## src/vpq_cfg.svh

```systemverilog
// constants of the vlan priority queue mapper: offsets, field positions, reset values
`ifndef VPQ_CFG_SVH
`define VPQ_CFG_SVH

// register indices; the apb byte address is four times the index
`define VPQ_IDX_MAP_HIGH 8'h81
`define VPQ_IDX_FOLD 8'h82
`define VPQ_IDX_MODE 8'h83
`define VPQ_IDX_STATUS 8'h84
`define VPQ_IDX_CNT_LOW 8'h85
`define VPQ_IDX_CNT_HIGH 8'h86

// field positions in tag_priority_map_high
`define VPQ_TAG7_MSB 7
`define VPQ_TAG7_LSB 6
`define VPQ_TAG6_MSB 5
`define VPQ_TAG6_LSB 4
`define VPQ_TAG5_MSB 3
`define VPQ_TAG5_LSB 2
`define VPQ_TAG4_MSB 1
`define VPQ_TAG4_LSB 0

// reset values: tag seven 3, six 3, five 2, four 2
`define VPQ_MAP_HIGH_RST 8'hfa
`define VPQ_FOLD_RST 2'h0

// status register field positions
`define VPQ_ST_PRIO_LSB 0
`define VPQ_ST_QUEUE_LSB 4
`define VPQ_ST_TAG_LSB 8
`define VPQ_ST_MODE_BIT 12

// frame counter width
`define VPQ_CNT_W 16

// programmable tag fields and possible 2-bit results
`define VPQ_NUM_TAG_FIELDS 4
`define VPQ_NUM_RESULTS 4

`endif

```

## src/vpq_pkg.sv

```systemverilog
// types shared by the vlan priority queue mapper
`include "vpq_cfg.svh"
package vpq_pkg;

    // queue configuration seen by queue selection
    typedef enum logic {
        VPQ_MULTI_QUEUE,
        VPQ_TWO_QUEUE
    } vpq_mode_type;

    // complete state of the mapper
    typedef struct packed {
        logic [7:0] map_high;
        logic [1:0] fold;
        vpq_mode_type mode;
        logic [31:0] prdata;
        logic pslverr;
        logic out_valid;
        logic [1:0] out_prio;
        logic [1:0] out_queue;
        logic [2:0] last_tag;
        logic [`VPQ_CNT_W-1:0] cnt_low;
        logic [`VPQ_CNT_W-1:0] cnt_high;
    } vpq_state_type;

endpackage

```

## src/vpq_mapper.sv

```systemverilog
// vlan priority queue mapper: 802.1p tag to priority result and queue, with apb registers
`timescale 1ns/1ps
`include "vpq_cfg.svh"

module vpq_mapper (
    input wire logic CLK_I,
    input wire logic RESET_N_I,
    // apb slave
    input wire logic PSEL_I,
    input wire logic PENABLE_I,
    input wire logic PWRITE_I,
    input wire logic [11:0] PADDR_I,
    input wire logic [31:0] PWDATA_I,
    output logic [31:0] PRDATA_O,
    output logic PREADY_O,
    output logic PSLVERR_O,
    // frame classification side
    input wire logic CLASS_VALID_I,
    input wire logic CLASS_USE_TOS_I,
    input wire logic [2:0] CLASS_TAG_I,
    input wire logic [1:0] CLASS_LOW_MAP_I,
    input wire logic [1:0] CLASS_TOS_RESULT_I,
    // queue selection side
    output logic PRIO_VALID_O,
    output logic [1:0] PRIO_RESULT_O,
    output logic [1:0] QUEUE_SEL_O
);

    // registers reachable over apb; none marks an unmapped address
    typedef enum logic [2:0] {
        VPQ_REG_MAP_HIGH,
        VPQ_REG_FOLD,
        VPQ_REG_MODE,
        VPQ_REG_STATUS,
        VPQ_REG_CNT_LOW,
        VPQ_REG_CNT_HIGH,
        VPQ_REG_NONE
    } vpq_reg_type;

    // ****************************************************************
    // helper functions
    // ****************************************************************

    // address decode, used by every register
    function automatic logic is_reg(input logic [11:0] addr, input logic [7:0] idx);
        is_reg = (addr == {2'h0, idx, 2'h0});
    endfunction

    // register selected by an address; anything else is unmapped
    function automatic vpq_reg_type decode_reg(input logic [11:0] addr);
        decode_reg = VPQ_REG_NONE;
        if (is_reg(addr, `VPQ_IDX_MAP_HIGH)) begin
            decode_reg = VPQ_REG_MAP_HIGH;
        end else if (is_reg(addr, `VPQ_IDX_FOLD)) begin
            decode_reg = VPQ_REG_FOLD;
        end else if (is_reg(addr, `VPQ_IDX_MODE)) begin
            decode_reg = VPQ_REG_MODE;
        end else if (is_reg(addr, `VPQ_IDX_STATUS)) begin
            decode_reg = VPQ_REG_STATUS;
        end else if (is_reg(addr, `VPQ_IDX_CNT_LOW)) begin
            decode_reg = VPQ_REG_CNT_LOW;
        end else if (is_reg(addr, `VPQ_IDX_CNT_HIGH)) begin
            decode_reg = VPQ_REG_CNT_HIGH;
        end
    endfunction

    // priority field for tags four to seven
    function automatic logic [1:0] tag_field(input logic [7:0] map, input logic [1:0] sel);
        tag_field = 2'h0;
        unique case (sel)
            2'h3: begin
                tag_field = map[`VPQ_TAG7_MSB:`VPQ_TAG7_LSB];
            end
            2'h2: begin
                tag_field = map[`VPQ_TAG6_MSB:`VPQ_TAG6_LSB];
            end
            2'h1: begin
                tag_field = map[`VPQ_TAG5_MSB:`VPQ_TAG5_LSB];
            end
            2'h0: begin
                tag_field = map[`VPQ_TAG4_MSB:`VPQ_TAG4_LSB];
            end
        endcase
    endfunction

    // two-queue fold: returns one for the high queue
    function automatic logic fold_high(input logic [1:0] result, input logic [1:0] fold);
        fold_high = 1'b0;
        unique case (result)
            2'h0: begin
                fold_high = 1'b0;
            end
            2'h1: begin
                fold_high = fold[0];
            end
            2'h2: begin
                fold_high = fold[1];
            end
            2'h3: begin
                fold_high = 1'b1;
            end
        endcase
    endfunction

    // ****************************************************************
    // state
    // ****************************************************************

    vpq_pkg::vpq_state_type state_r;
    vpq_pkg::vpq_state_type state_nxt;

    logic setup_phase;
    logic access_phase;
    logic wr_access;
    logic [1:0] result;
    logic high_q;
    logic [31:0] status_word;
    logic [31:0] read_word;
    vpq_reg_type reg_sel;
    logic wr_map;
    logic wr_fold;
    logic wr_mode;
    logic [1:0] tag_prio [`VPQ_NUM_TAG_FIELDS];
    logic [`VPQ_NUM_RESULTS-1:0] fold_table;

    // ****************************************************************
    // register decode
    // ****************************************************************

    assign setup_phase = PSEL_I & ~PENABLE_I;
    assign access_phase = PSEL_I & PENABLE_I;
    assign reg_sel = decode_reg(PADDR_I);

    // the error latched in setup also blocks the write
    assign wr_access = access_phase & PWRITE_I & ~state_r.pslverr;

    // status and counters are read only: writes to them fall through silently
    assign wr_map = wr_access & (reg_sel == VPQ_REG_MAP_HIGH);
    assign wr_fold = wr_access & (reg_sel == VPQ_REG_FOLD);
    assign wr_mode = wr_access & (reg_sel == VPQ_REG_MODE);

    // ****************************************************************
    // priority mapping
    // ****************************************************************

    // each of tags four to seven reads its own field
    for (genvar g = 0; g < `VPQ_NUM_TAG_FIELDS; g++) begin : g_tag_field
        assign tag_prio[g] = tag_field(state_r.map_high, 2'(g));
    end

    // tags zero to three come from the external low table
    always_comb begin
        result = CLASS_LOW_MAP_I;
        if (CLASS_USE_TOS_I) begin
            result = CLASS_TOS_RESULT_I;
        end else if (CLASS_TAG_I[2]) begin
            // tags four to seven use the programmable fields
            result = tag_prio[CLASS_TAG_I[1:0]];
        end
    end

    // ****************************************************************
    // two-queue fold
    // ****************************************************************

    // all four outcomes stay ready, so the frame path is a single lookup
    // fold any result, tag or tos based
    for (genvar r = 0; r < `VPQ_NUM_RESULTS; r++) begin : g_fold
        assign fold_table[r] = fold_high(2'(r), state_r.fold);
    end

    assign high_q = fold_table[result];

    // ****************************************************************
    // read back
    // ****************************************************************

    // unused bits read zero; an unmapped address reads zero as well
    always_comb begin
        read_word = 32'h0;
        unique case (reg_sel)
            VPQ_REG_MAP_HIGH: begin
                read_word = {24'h0, state_r.map_high};
            end
            VPQ_REG_FOLD: begin
                read_word = {30'h0, state_r.fold};
            end
            VPQ_REG_MODE: begin
                read_word = {31'h0, state_r.mode == vpq_pkg::VPQ_TWO_QUEUE};
            end
            VPQ_REG_STATUS: begin
                read_word = status_word;
            end
            VPQ_REG_CNT_LOW: begin
                read_word = {{(32-`VPQ_CNT_W){1'b0}}, state_r.cnt_low};
            end
            VPQ_REG_CNT_HIGH: begin
                read_word = {{(32-`VPQ_CNT_W){1'b0}}, state_r.cnt_high};
            end
            VPQ_REG_NONE: begin
                read_word = 32'h0;
            end
            // the last code of the three-bit selector is never decoded
            default: begin
                read_word = 32'h0;
            end
        endcase
    end

    // ****************************************************************
    // status word
    // ****************************************************************

    always_comb begin
        status_word = 32'h0;
        status_word[`VPQ_ST_PRIO_LSB +: 2] = state_r.out_prio;
        status_word[`VPQ_ST_QUEUE_LSB +: 2] = state_r.out_queue;
        status_word[`VPQ_ST_TAG_LSB +: 3] = state_r.last_tag;
        status_word[`VPQ_ST_MODE_BIT] = (state_r.mode == vpq_pkg::VPQ_TWO_QUEUE);
    end

    // ****************************************************************
    // next state
    // ****************************************************************

    always_comb begin
        state_nxt = state_r;
        state_nxt.out_valid = CLASS_VALID_I;

        // read data and error are latched in the setup cycle so that
        // the access phase can answer at once from flip-flops
        // a write cycle reads zero, so stale data never follows a write
        if (setup_phase) begin
            state_nxt.pslverr = (reg_sel == VPQ_REG_NONE);
            state_nxt.prdata = PWRITE_I ? 32'h0 : read_word;
        end

        // writes take effect in the access phase only
        if (wr_map) begin
            state_nxt.map_high = PWDATA_I[7:0];
        end
        if (wr_fold) begin
            state_nxt.fold = PWDATA_I[1:0];
        end
        if (wr_mode) begin
            state_nxt.mode = PWDATA_I[0] ? vpq_pkg::VPQ_TWO_QUEUE
                                         : vpq_pkg::VPQ_MULTI_QUEUE;
        end

        // frame path: one cycle from classifier to queue selection
        if (CLASS_VALID_I) begin
            state_nxt.out_prio = result;
            state_nxt.last_tag = CLASS_TAG_I;
            if (state_r.mode == vpq_pkg::VPQ_TWO_QUEUE) begin
                // default fold keeps zero, one and two low
                // full fold keeps only zero low
                state_nxt.out_queue = {1'b0, high_q};
                // counters wrap; software reads deltas
                if (high_q) begin
                    state_nxt.cnt_high = state_r.cnt_high + 1'b1;
                end else begin
                    state_nxt.cnt_low = state_r.cnt_low + 1'b1;
                end
            end else begin
                state_nxt.out_queue = result;
            end
        end
    end

    // ****************************************************************
    // registers
    // ****************************************************************

    always_ff @(posedge CLK_I or negedge RESET_N_I) begin
        if (!RESET_N_I) begin
            // tag seven resets to three, tag five to two
            state_r.map_high <= `VPQ_MAP_HIGH_RST;
            state_r.fold <= `VPQ_FOLD_RST;
            state_r.mode <= vpq_pkg::VPQ_MULTI_QUEUE;
            state_r.prdata <= 32'h0;
            state_r.pslverr <= 1'b0;
            state_r.out_valid <= 1'b0;
            state_r.out_prio <= 2'h0;
            state_r.out_queue <= 2'h0;
            state_r.last_tag <= 3'h0;
            state_r.cnt_low <= '0;
            state_r.cnt_high <= '0;
        end else begin
            state_r <= state_nxt;
        end
    end

    // ****************************************************************
    // outputs
    // ****************************************************************

    // zero wait states: data was prepared during setup
    assign PREADY_O = access_phase;
    assign PSLVERR_O = access_phase & state_r.pslverr;
    assign PRDATA_O = state_r.prdata;
    assign PRIO_VALID_O = state_r.out_valid;
    assign PRIO_RESULT_O = state_r.out_prio;
    assign QUEUE_SEL_O = state_r.out_queue;

endmodule // vpq_mapper

```

## config.mk

```make
export PLATFORM = sky130hd
export DESIGN_NAME = vpq_mapper
export DESIGN_NICKNAME = d
export VERILOG_FILES = /design/src/vpq_pkg.sv /design/src/vpq_mapper.sv
export VERILOG_INCLUDE_DIRS = /design/src
export SDC_FILE = /design/constraint.sdc
export NUM_CORES = 1
export LEC_CHECK = 0
export BUFFER_PORTS_ARGS = -buffer_cell sky130_fd_sc_hd__buf_2
export CORE_MARGIN = 2
export CORE_UTILIZATION = 37
export DETAILED_ROUTE_END_ITERATION = 10
export GPL_TIMING_DRIVEN = 0
export PLACE_DENSITY = 0.7
export SLEW_MARGIN = 5
export SYNTH_ARGS = -nofsm -noshare
export SYNTH_HDL_FRONTEND = slang
export SYNTH_SLANG_ARGS = --single-unit
```

## constraint.sdc

```tcl
create_clock -name CLK_I -period 2.16 [get_ports CLK_I]
set_input_delay 0.108 -clock CLK_I [delete_from_list [all_inputs] [get_ports CLK_I]]
set_output_delay 0.108 -clock CLK_I [all_outputs]
set_load 0.02 [all_outputs]
```

======== Word-level counts from Yosys, hierarchy flattened ========
Cells that the tools add are included.
storage, ports and cells
  register bits after elaboration ......... 84
  bits in latches ......................... 0
  RAM bits ................................ 0
  memory bits (read-only) ................. 0
  logic and storage cells ................. 59
  memories ................................ 0
cells by class
  add/subtract/negate cells ............... 2
  multiply operators ...................... 0
  div/mod/pow operators ................... 0
  order comparisons ....................... 2
  equal/unequal tests ..................... 12
  shifts and indexed selects .............. 0
  mux-type cells .......................... 17
  bitwise gates (word level) .............. 12
  reduce and logical (&&, ||, !) cells .... 3
operator list
  kind                     number
  $pmux W16 S6             1
  $eq A12 B10 Y1 const B   6
  $add A16 B1 Y16 const B  2
  $mux W32                 1
  $mux W2                  7
  $mux W3                  4
  $eq A3 B3 Y1 const B     3
  $and A1 B1 Y1            8
  $eq A3 B2 Y1 const B     2
  $reduce_and A3 Y1        2
  $bmux W2 S2              1
  $eq A3 B1 Y1 const B     1
  $ge A3 B3 Y1 const B     1
  $logic_not A3 Y1         1
  $lt A2 B3 Y1 const B     1
  $not A1 Y1               3
  $not A2 Y3               1
  $bmux W1 S2              1
  $mux W1                  2

======== Logic depth before layout (Yosys ltp) ========
Gate-level depths: netlist of run 1.
  depth after elaboration ................. 10
  mapped depth ............................ 7
  depth with buffers taken out ............ 6

======== Least setup slack after synthesis of run 1 ========
No wires, ideal clock.
  path type ............................... register to register
  start point ............................. register state_r[79] (netlist bit)
  end point ............................... register state_r[17] (netlist bit)
  data arrival time ....................... 1.713 ns
  data required time ...................... 2.035 ns
  path slack .............................. 0.322 ns
  stages on the path, launching flop included .. 8
  buffers on the path ..................... 1
  clock period less this slack ............ 1.838 ns
  path through ............................ dfstp_2 mux2_1 a31oi_1 a32oi_2 a22oi_4 buf_6 nand2_2 mux2_4
on the way
  cells in the longest elaborated chain, start to end .. 9
RTL lines
  what                                        RTL line           RTL
  start, declared                             vpq_mapper.sv:109  vpq_pkg::vpq_state_type state_r;
  start signal, assigned                      vpq_mapper.sv:289  state_r <= state_nxt;
  $bmux W2 S2                                 vpq_mapper.sv:158  result = tag_prio[CLASS_TAG_I[1:0]];
  $mux W2 (not written as such) (2 in a row)  vpq_mapper.sv:158
  $mux W2                                     vpq_mapper.sv:156  end else if (CLASS_TAG_I[2]) begin
  $mux W2                                     vpq_mapper.sv:154  if (CLASS_USE_TOS_I) begin
  $bmux W1 S2                                 vpq_mapper.sv:172  assign high_q = fold_table[result];
  $mux W1 (not written as such)               vpq_mapper.sv:172
  $not A1 Y1 (no source line)                 n/a
  $reduce_and A3 Y1 (no source line)          n/a
No other way between the ends. The select of a mux whose other input is x is not followed.
A chain may end at the register's enable or synchronous reset.

======== Final worst setup path of run 1 ========
Ends and elaborated chain as after synthesis.

==> results of run 1 <==
-- per-layer routing --
metal  up-vias  part of all wire
met1      1332              0.49
li1       1377                 -
met2        70              0.45
met3        12             0.041
met4         0             0.017
met5         -                 0
-- power groups by stage --
stage               logic, mW  clock network, mW  registers, mW
floorplan               0.159                  0           1.33
global placement        0.250                  0           1.33
detailed placement      0.255                  0           1.33
CTS                     0.268               1.17           1.31
global route            0.290               1.22           1.31
finish                  0.266               1.15           1.31
-- area by class of cell --
| type | instances | area [µm²] |
|---|---|---|
| Inverter | 7 | 26.28 |
| Buffer | 48 | 337.8 |
| Multi-Input combinational cell | 240 | 1729 |
| Sequential cell | 68 | 1709 |
| Clock inverter | 7 | 91.34 |
| Tap cell | 133 | 166.4 |
| Fill cell | 926 | 5258 |
| Timing Repair Buffer | 65 | 377.9 |
| Clock buffer | 9 | 123.9 |
-- cells by family (layout without fill, tap and decap cells) --
group | count (synthesis) | count (layout) | synth area share
flip-flops | 68 | 68 | 0.4558
XOR/XNOR | 30 | 30 | 0.07007
adder cells (fa/ha/maj) | 2 | 2 | 0.006672
buffers and inverters | 56 | 136 | 0.09810
multiplexers | 29 | 29 | 0.08508
AND/OR/NAND/NOR | 117 | 117 | 0.1899
other | 1 | 16 | 0.001000
AO/OA/AOI/OAI | 46 | 46 | 0.09343
-- per-stage QoR --
step	util	worst slack, ps	cell area [µm²]
after floorplan	-	321.8	3806
after global placement	0.4326	112.1	4248
after detailed placement	0.4328	58.64	4250
after CTS	0.4650	62.58	4566
after global routing	0.4646	8.152	4562
final	0.4646	112.0	4562
-- sequential cells by signal, indices dropped and copies added, names as in the netlist --
signal,cells
state_r,45
PRDATA_O,16
PRIO_RESULT_O,2
QUEUE_SEL_O,2
fold_table,2
PRIO_VALID_O,1
-- worst max-delay path: cells and delay by family (launching register included) --
family                 cells  cell delay [ps]
buffers and inverters      1              210
AND/OR/NAND/NOR            1               80
multiplexers               2              590
flip-flops                 1              380
AO/OA/AOI/OAI              3              680
-- worst max-delay path by stage --
stage / startpoint / end / slack [ps] / cells past startpoint
after CTS: CLASS_VALID_I / state_r[8] / 60 / 7
after detailed placement: PADDR_I[10] / PRDATA_O[0] / 60 / 7
after global placement: PADDR_I[10] / PRDATA_O[0] / 110 / 7
after floorplan: state_r[79] / state_r[17] / 320 / 7
final: state_r[79] / state_r[17] / 110 / 7
after global routing: state_r[77] / state_r[9] / 8 / 7
-- what timing repair did --
item / CTS / global route
hold buffers: 10 / 0
endpoints found under the setup margin: 0 / 13
endpoints found under the hold margin: 72 / 0
-- cells in the final DEF, fill, tap and decap left out, types with 3 or more instances in the layout --
cell,n
nor2b_1,3
buf_2,57
clkbuf_1,4
nand2_1,30
a22oi_1,4
a221oi_1,4
dfrtp_1,62
clkbuf_8,9
nand4_1,6
clkinv_2,3
nor3_1,3
a222oi_1,4
nand3b_1,3
nor2_1,19
xor2_1,12
buf_4,38
dlygate4sd3_1,10
mux2i_1,9
o21ai_0,9
xnor2_1,18
a21oi_1,5
nor4_2,10
dfstp_2,6
mux2_2,17
and3_1,9
nand3_1,15
conb_1,16
nand2b_1,4
inv_1,7
and4_1,3
o21ai_1,9
==> results_dict.tcl, run 1 <==
set metrics [dict create \
    cts_resized 0 \
    slew_headroom 0.4325 \
    hold_depth 2 \
    yosys_warnings 0 \
    min_from "PWDATA_I[0]" \
    cellInternalPower_mw 2.049 \
    synth_async_sr_flop_share 1.000 \
    cts_buffers 9 \
    rrSetupSlack_ps 110 \
    start_util 0.3819 \
    dp_hpwl_mm 6.127 \
    stdcell_count 577 \
    power_density_mw_per_mm2 595.7 \
    io_pins 97 \
    n_antenna_cell 0 \
    sequentialPowerShare 0.481 \
    clock_path_buffers 2 \
    place_congestion 0.7938 \
    power.total_mw 2.717 \
    synth_edf_count 0 \
    grt_setup_unrepaired "false" \
    dr.pass1.iters 6 \
    htreeDepth 3 \
    drive_gt1_frac 0.3604 \
    grt_util_met3 0.02932 \
    hold_path_class "input port to flop" \
    drv_slew 0 \
    required_ps 2400 \
    grt_use_met2 0.2395 \
    postRouteAntennaNets 0 \
    leakagePower_nw 2.177 \
    die_area_mm2 0.01096 \
    fin_tns_setup_ps 0 \
    period_needed_ps 2048 \
    crit_chain "mux2_1 -> a31oi_1 -> a32oi_2 -> a22oi_4 -> buf_6 -> nand2_2 -> mux2_4" \
    initialDrtViolationCount 169 \
    routed_wl_mm 8.089 \
    root_buffer "clkbuf_8" \
    dp_cells 552 \
    holdPathEnd "state_r[76]" \
    syn-cell-area_mm2 0.003750 \
    die_h_um 104.7 \
    synth_largest_area_cell "dfrtp_1" \
    synth_ff_type "dfrtp_1" \
    start_kind "flop" \
    synthCells 349 \
    num_rows 36 \
    portBuffers 55 \
    cts_tree "built" \
    r2r_cells 7 \
    grt_usage 0.1558 \
    cts_setup_buffers 0 \
    critical_path_class "flop to flop" \
    fin_skew_ps 9.508 \
    die_x_um 104.7 \
    grt_max_degree 69 \
    reg2reg_from "state_r[79]" \
    ys_seq_elements 68 \
    cp.arrival_ps 2290 \
    rr_endpoint "state_r[17]" \
    worstPathMaxFanout 10 \
    pwr-share-clk 0.421 \
    gr-usage-met1 0.2161 \
    busiest_layer "met2" \
    synth_top_area_frac 0.4137 \
    outcome "completed" \
    slowest_stage "dfstp_2" \
    antenna_found_initial 0 \
    yosys.cell_types.count 53 \
    slowest_delay_ps 380 \
    hold_violations 0 \
    ir_drop_mv 0.2743 \
    grt_pass1_wl_mm 13.45 \
    final-setup-viol-count 0 \
    avgSynthCellArea_um2 10.74 \
    insertion_delay_ps 350 \
    area_growth_pct 21.66 \
    ys_seq_area_frac 0.4558 \
    fp.coreArea_mm2 0.009819 \
    end_kind "flop" \
    vias 2791 \
    max-cap-violations 0 \
    yosysMostFrequentCell "dfrtp_1" \
    via_per_inst 4.837 \
    post-route-period-util 0.9482 \
    remaining_drc_errors 0 \
    layout.nets 499 \
    numClockSinks 68 \
    grt_pass1_vias 2682 \
    synth_area_leaders "dfrtp_1, buf_4, mux2_2" \
    ys_top_cells_by_count "dfrtp_1, buf_4, nand2_1" \
    wl_per_cell_um 14.02 \
    sw_frac_of_total 0.2460 \
    clk_pin_slew_ps 80 \
    overflow 0 \
    switchingPower_uw 668.5 \
    hold_ws_ps 21.58 \
    fmax_ghz 0.4883 \
    p_comb_frac 0.098 \
    tightest_slew_ps 851.2 \
]
No activity file was read; power rests on OpenSTA's default activity.
==> inputs of run 2 (changes only) <==
==> constraint.sdc (replaced) <==
create_clock -name CLK_I -period 2.1 [get_ports CLK_I]
set_input_delay 0.105 -clock CLK_I [delete_from_list [all_inputs] [get_ports CLK_I]]
set_output_delay 0.105 -clock CLK_I [all_outputs]
set_load 0.02 [all_outputs]
==> results_dict.tcl, run 2 (synthesized netlist as in run 1, its figures left out) <==
set metrics [dict create \
    post-route-period-util 0.9629 \
    fin_tns_setup_ps 0 \
    clk_pin_slew_ps 70 \
    numClockSinks 68 \
    r2r_cells 7 \
    outcome "completed" \
    final-setup-viol-count 0 \
    initialDrtViolationCount 165 \
    required_ps 2340 \
    fillerInstances 923 \
    max-cap-violations 0 \
    grt_pass1_vias 2692 \
    end_kind "flop" \
    layout_setup_ws_ps 77.81 \
    portBuffers 55 \
    drive_gt1_frac 0.3638 \
    dp_slack_ps 1.645 \
    overflow 0 \
    drv_slew 0 \
    grt_usage 0.1562 \
    num_rows 36 \
    tightest_slew_ps 849.6 \
    root_buffer "clkbuf_8" \
    postRouteAntennaNets 0 \
    hold_violations 0 \
    start_util 0.3819 \
    critical_path_class "flop to flop" \
    die_x_um 104.7 \
    area_growth_pct 22.66 \
    largest_reg_flops 45 \
    mostFrequentLayoutCells "dfrtp_1, buf_2, buf_4, nand2_1, nor2_1" \
    routed_wl_mm 8.123 \
    fp.coreArea_mm2 0.009819 \
    power_density_mw_per_mm2 609.8 \
    power.total_mw 2.805 \
    final_common_cell "dfrtp_1" \
    grt_max_degree 69 \
    cts_buffers 9 \
    vias 2808 \
    dp_hpwl_mm 6.127 \
    antenna_found_initial 0 \
    place_area_mm2 0.004250 \
    ir_drop_mv 0.2824 \
    insertion_delay_ps 350 \
    slew_headroom 0.4336 \
    place_congestion 0.7938 \
    n_antenna_cell 0 \
    remaining_drc_errors 0 \
    worstPathMaxFanout 10 \
    die_h_um 104.7 \
    hold_depth 2 \
    htreeDepth 3 \
    leakagePower_nw 2.194 \
    fmax_ghz 0.4945 \
    cts_tree "built" \
    largest_register "state_r" \
    io_pins 97 \
    hold_path_class "input port to flop" \
    start_kind "flop" \
    fin_area_mm2 0.004599 \
    grt_setup_unrepaired "false" \
    grt_pass1_wl_mm 13.48 \
    wl_per_cell_um 13.98 \
    clock_path_buffers 2 \
    die_area_mm2 0.01096 \
    post-route-util 0.4684 \
    period_needed_ps 2022 \
    fin_skew_ps 8.784 \
    cp.arrival_ps 2260 \
    dr.pass1.iters 4 \
    via_per_inst 4.833 \
    layout.nets 503 \
]
[run 2: cell types whose count changed in the layout (fill, tap and decap cells not counted), sizes merged]
cell    delta
buf        +3
clkbuf     +1
[run 2: final cells by class]
cell class,count,area (µm²),share of cell area
Buffer,49,341.6,0.07427
Clock buffer,9,123.9,0.02693
Clock inverter,7,91.34,0.01986
Inverter,7,26.28,0.005713
Multi-Input combinational cell,240,1740,0.3784
Sequential cell,68,1709,0.3716
Tap cell,133,166.4,0.03618
Timing Repair Buffer,68,400.4,0.08705
[run 2: per-layer routing]
| layer | up-vias | global-route usage | share of wire |
|---|---|---|---|
| met5 | - | 0 | 0 |
| met4 | 0 | 0.06476 | 0.020 |
| met3 | 14 | 0.02932 | 0.043 |
| met2 | 72 | 0.2409 | 0.45 |
| met1 | 1342 | 0.2161 | 0.49 |
| li1 | 1380 | - | - |
[run 2: power breakdown]
part	total, mW	leakage [nW]	switching (mW)	internal [mW]
Combinational	0.283	1.18	0.161	0.123
Clock	1.18	0.109	0.515	0.664
Sequential	1.34	0.904	0.0154	1.33
[run 2: final timing paths]
check,start,endpoint,slack (ps)
worst max-delay path,state_r[79],state_r[17],80
worst min-delay path,PWDATA_I[0],state_r[73],20
worst max register to register,state_r[79],state_r[17],80
worst min register to register,state_r[15],state_r[15],470
max in group asynchronous,RESET_N_I,state_r[21],1150
min in group asynchronous,RESET_N_I,fold_table[2],410
[run 2: timing repair]
item | in CTS | in global routing
setup endpoints to repair | 0 | 11
gates resized for setup | 0 | 1
hold buffers | 10 | 0
hold endpoints to repair | 72 | 0
buffers inserted | 0 | 3
[run 2: worst max-delay path, stage by stage, from the launching register on]
cell	delay [ps]
dfstp_2	380
mux2_1	290
a31oi_1	260
a32oi_4	170
a22oi_4	240
buf_6	200
nand2_2	80
mux2_4	290
[run 2: metrics by stage]
step / std cells / hold WS, ps
2_1_floorplan: 364 / -190.6
3_3_place_gp: 552 / 227.9
3_5_place_dp: 552 / 227.2
4_1_cts: 578 / 5.754
5_1_grt: 581 / 20.02
6_report: 581 / 17.18
==> inputs of run 3 (changes only) <==
--- a/config.mk
+++ b/config.mk
@@ -7,11 +7,14 @@
 export NUM_CORES = 1
 export LEC_CHECK = 0
 export BUFFER_PORTS_ARGS = -buffer_cell sky130_fd_sc_hd__buf_2
+export CELL_PAD_IN_SITES_DETAIL_PLACEMENT = 0
+export CELL_PAD_IN_SITES_GLOBAL_PLACEMENT = 1
 export CORE_MARGIN = 2
 export CORE_UTILIZATION = 37
+export CTS_CLUSTER_SIZE = 24
 export DETAILED_ROUTE_END_ITERATION = 10
 export GPL_TIMING_DRIVEN = 0
-export PLACE_DENSITY = 0.7
+export PLACE_DENSITY = 0.84
 export SLEW_MARGIN = 5
 export SYNTH_ARGS = -nofsm -noshare
 export SYNTH_HDL_FRONTEND = slang
==> results_dict.tcl, run 3 (synthesized netlist as in run 1, its figures left out) <==
set metrics [dict create \
    slew_headroom 0.4245 \
    required_ps 2340 \
    area_growth_pct 22.09 \
    hold_path_class "input port to flop" \
    leakagePower_nw 2.182 \
    critical_path_class "flop to flop" \
    dp_slack_ps -1.507 \
    ir_drop_mv 0.3626 \
    post-route-period-util 0.9626 \
    htreeDepth 3 \
    overflow 0 \
    tightest_slew_ps 863.2 \
    start_util 0.3819 \
    remaining_drc_errors 0 \
    drv_slew 0 \
    die_area_mm2 0.01096 \
    largest_reg_flops 45 \
    end_kind "flop" \
    io_pins 97 \
    largest_register "state_r" \
    power_density_mw_per_mm2 592.9 \
    grt_usage 0.1563 \
    final_common_cell "dfrtp_1" \
    reg2reg_from "state_r[79]" \
    grt_max_degree 69 \
    die_h_um 104.7 \
    routed_wl_mm 8.163 \
    n_antenna_cell 0 \
    grt_setup_unrepaired "true" \
    clock_path_buffers 2 \
    root_buffer "clkbuf_8" \
    outcome "completed" \
    drive_gt1_frac 0.3655 \
    power.total_mw 2.714 \
    cts_buffers 9 \
    layout_setup_ws_ps 78.61 \
    final-setup-viol-count 0 \
    dp_hpwl_mm 5.982 \
    start_kind "flop" \
    cp.arrival_ps 2260 \
    via_per_inst 4.824 \
    fp.coreArea_mm2 0.009819 \
    hold_depth 2 \
    layout.nets 501 \
    hold_ws_ps 28.60 \
    clk_pin_slew_ps 70 \
    portBuffers 55 \
    min_from "PWDATA_I[0]" \
    period_needed_ps 2021 \
    mostFrequentLayoutCells "dfrtp_1, buf_2, buf_4, nand2_1, nor2_1" \
    grt_pass1_wl_mm 13.57 \
    vias 2793 \
    hold_violations 0 \
    numClockSinks 68 \
    fmax_ghz 0.4947 \
    die_x_um 104.7 \
    fin_skew_ps 15.60 \
    r2r_cells 7 \
    insertion_delay_ps 360 \
    max-cap-violations 0 \
    worstPathMaxFanout 10 \
    antenna_found_initial 0 \
    wl_per_cell_um 14.10 \
    grt_pass1_vias 2700 \
    initialDrtViolationCount 113 \
    place_congestion 0.8093 \
    critPathLaunch "state_r[79]" \
    postRouteAntennaNets 0 \
    dr.pass1.iters 4 \
    cts_tree "built" \
    num_rows 36 \
]
==> run 3: cell types whose count changed in the layout (fill, tap and decap cells not counted) <==
cell and delta:
clkinv_4 +2, a31oi_1 -1, a31oi_2 +1, buf_4 -1
bufinv_16 -1, clkbuf_1 -1, clkinv_2 -1, clkinvlp_4 -1
inv_6 +1
==> run 3: metal layers <==
layer,vias to the layer above,GRT usage,share of wire
met1,1351,0.2204,0.49
met5,-,0,0
met3,10,0.03057,0.035
met4,0,0.05429,0.013
li1,1371,-,-
met2,61,0.2404,0.46
==> run 3: area by class of cell <==
type	count	area, µm²
multi-input combinational	240	1747
clock buffer	9	123.9
timing repair buffer	67	392.9
buffer	48	337.8
tap	133	166.4
inverter	7	26.28
clock inverter	7	75.07
fill	977	5241
sequential	68	1709
==> run 3: power by group <==
group | switching (mW) | total [mW] | internal [mW]
logic | 0.161 | 0.282 | 0.121
clock network | 0.536 | 1.09 | 0.554
registers | 0.0155 | 1.34 | 1.33
==> run 3: worst max-delay path: stages (launching register included) <==
cell and delay (ps):
dfstp_2 390, mux2_1 310, a31oi_2 250, a32oi_4 160, a22oi_4 220, buf_6 200
nand2_2 80, mux2_4 300
==> run 3: repair_timing <==
action,CTS,global route
hold buffers,10,0
buffers inserted,0,2
setup endpoints to repair,0,25
gates resized for setup,0,2
endpoints found under the hold margin,72,0
==> run 3: worst paths after layout <==
path	to	slack (ps)
hold / removal	state_r[76]	30
setup / recovery	state_r[17]	80
hold reg to reg	state_r[15]	470
max in group asynchronous	PRDATA_O[4]	1130
setup reg to reg	state_r[17]	80
min in group asynchronous	state_r[73]	380
==> run 3: stage by stage <==
step                  util  setup TNS, ps  cell area (µm²)  instances
floorplan                -              0             3806        364
global placement    0.4326              0             4248        552
detailed placement  0.4328         -1.507             4250        552
CTS                 0.4633              0             4549        578
global route        0.4662         -202.7             4578        579
finish              0.4662              0             4578        579
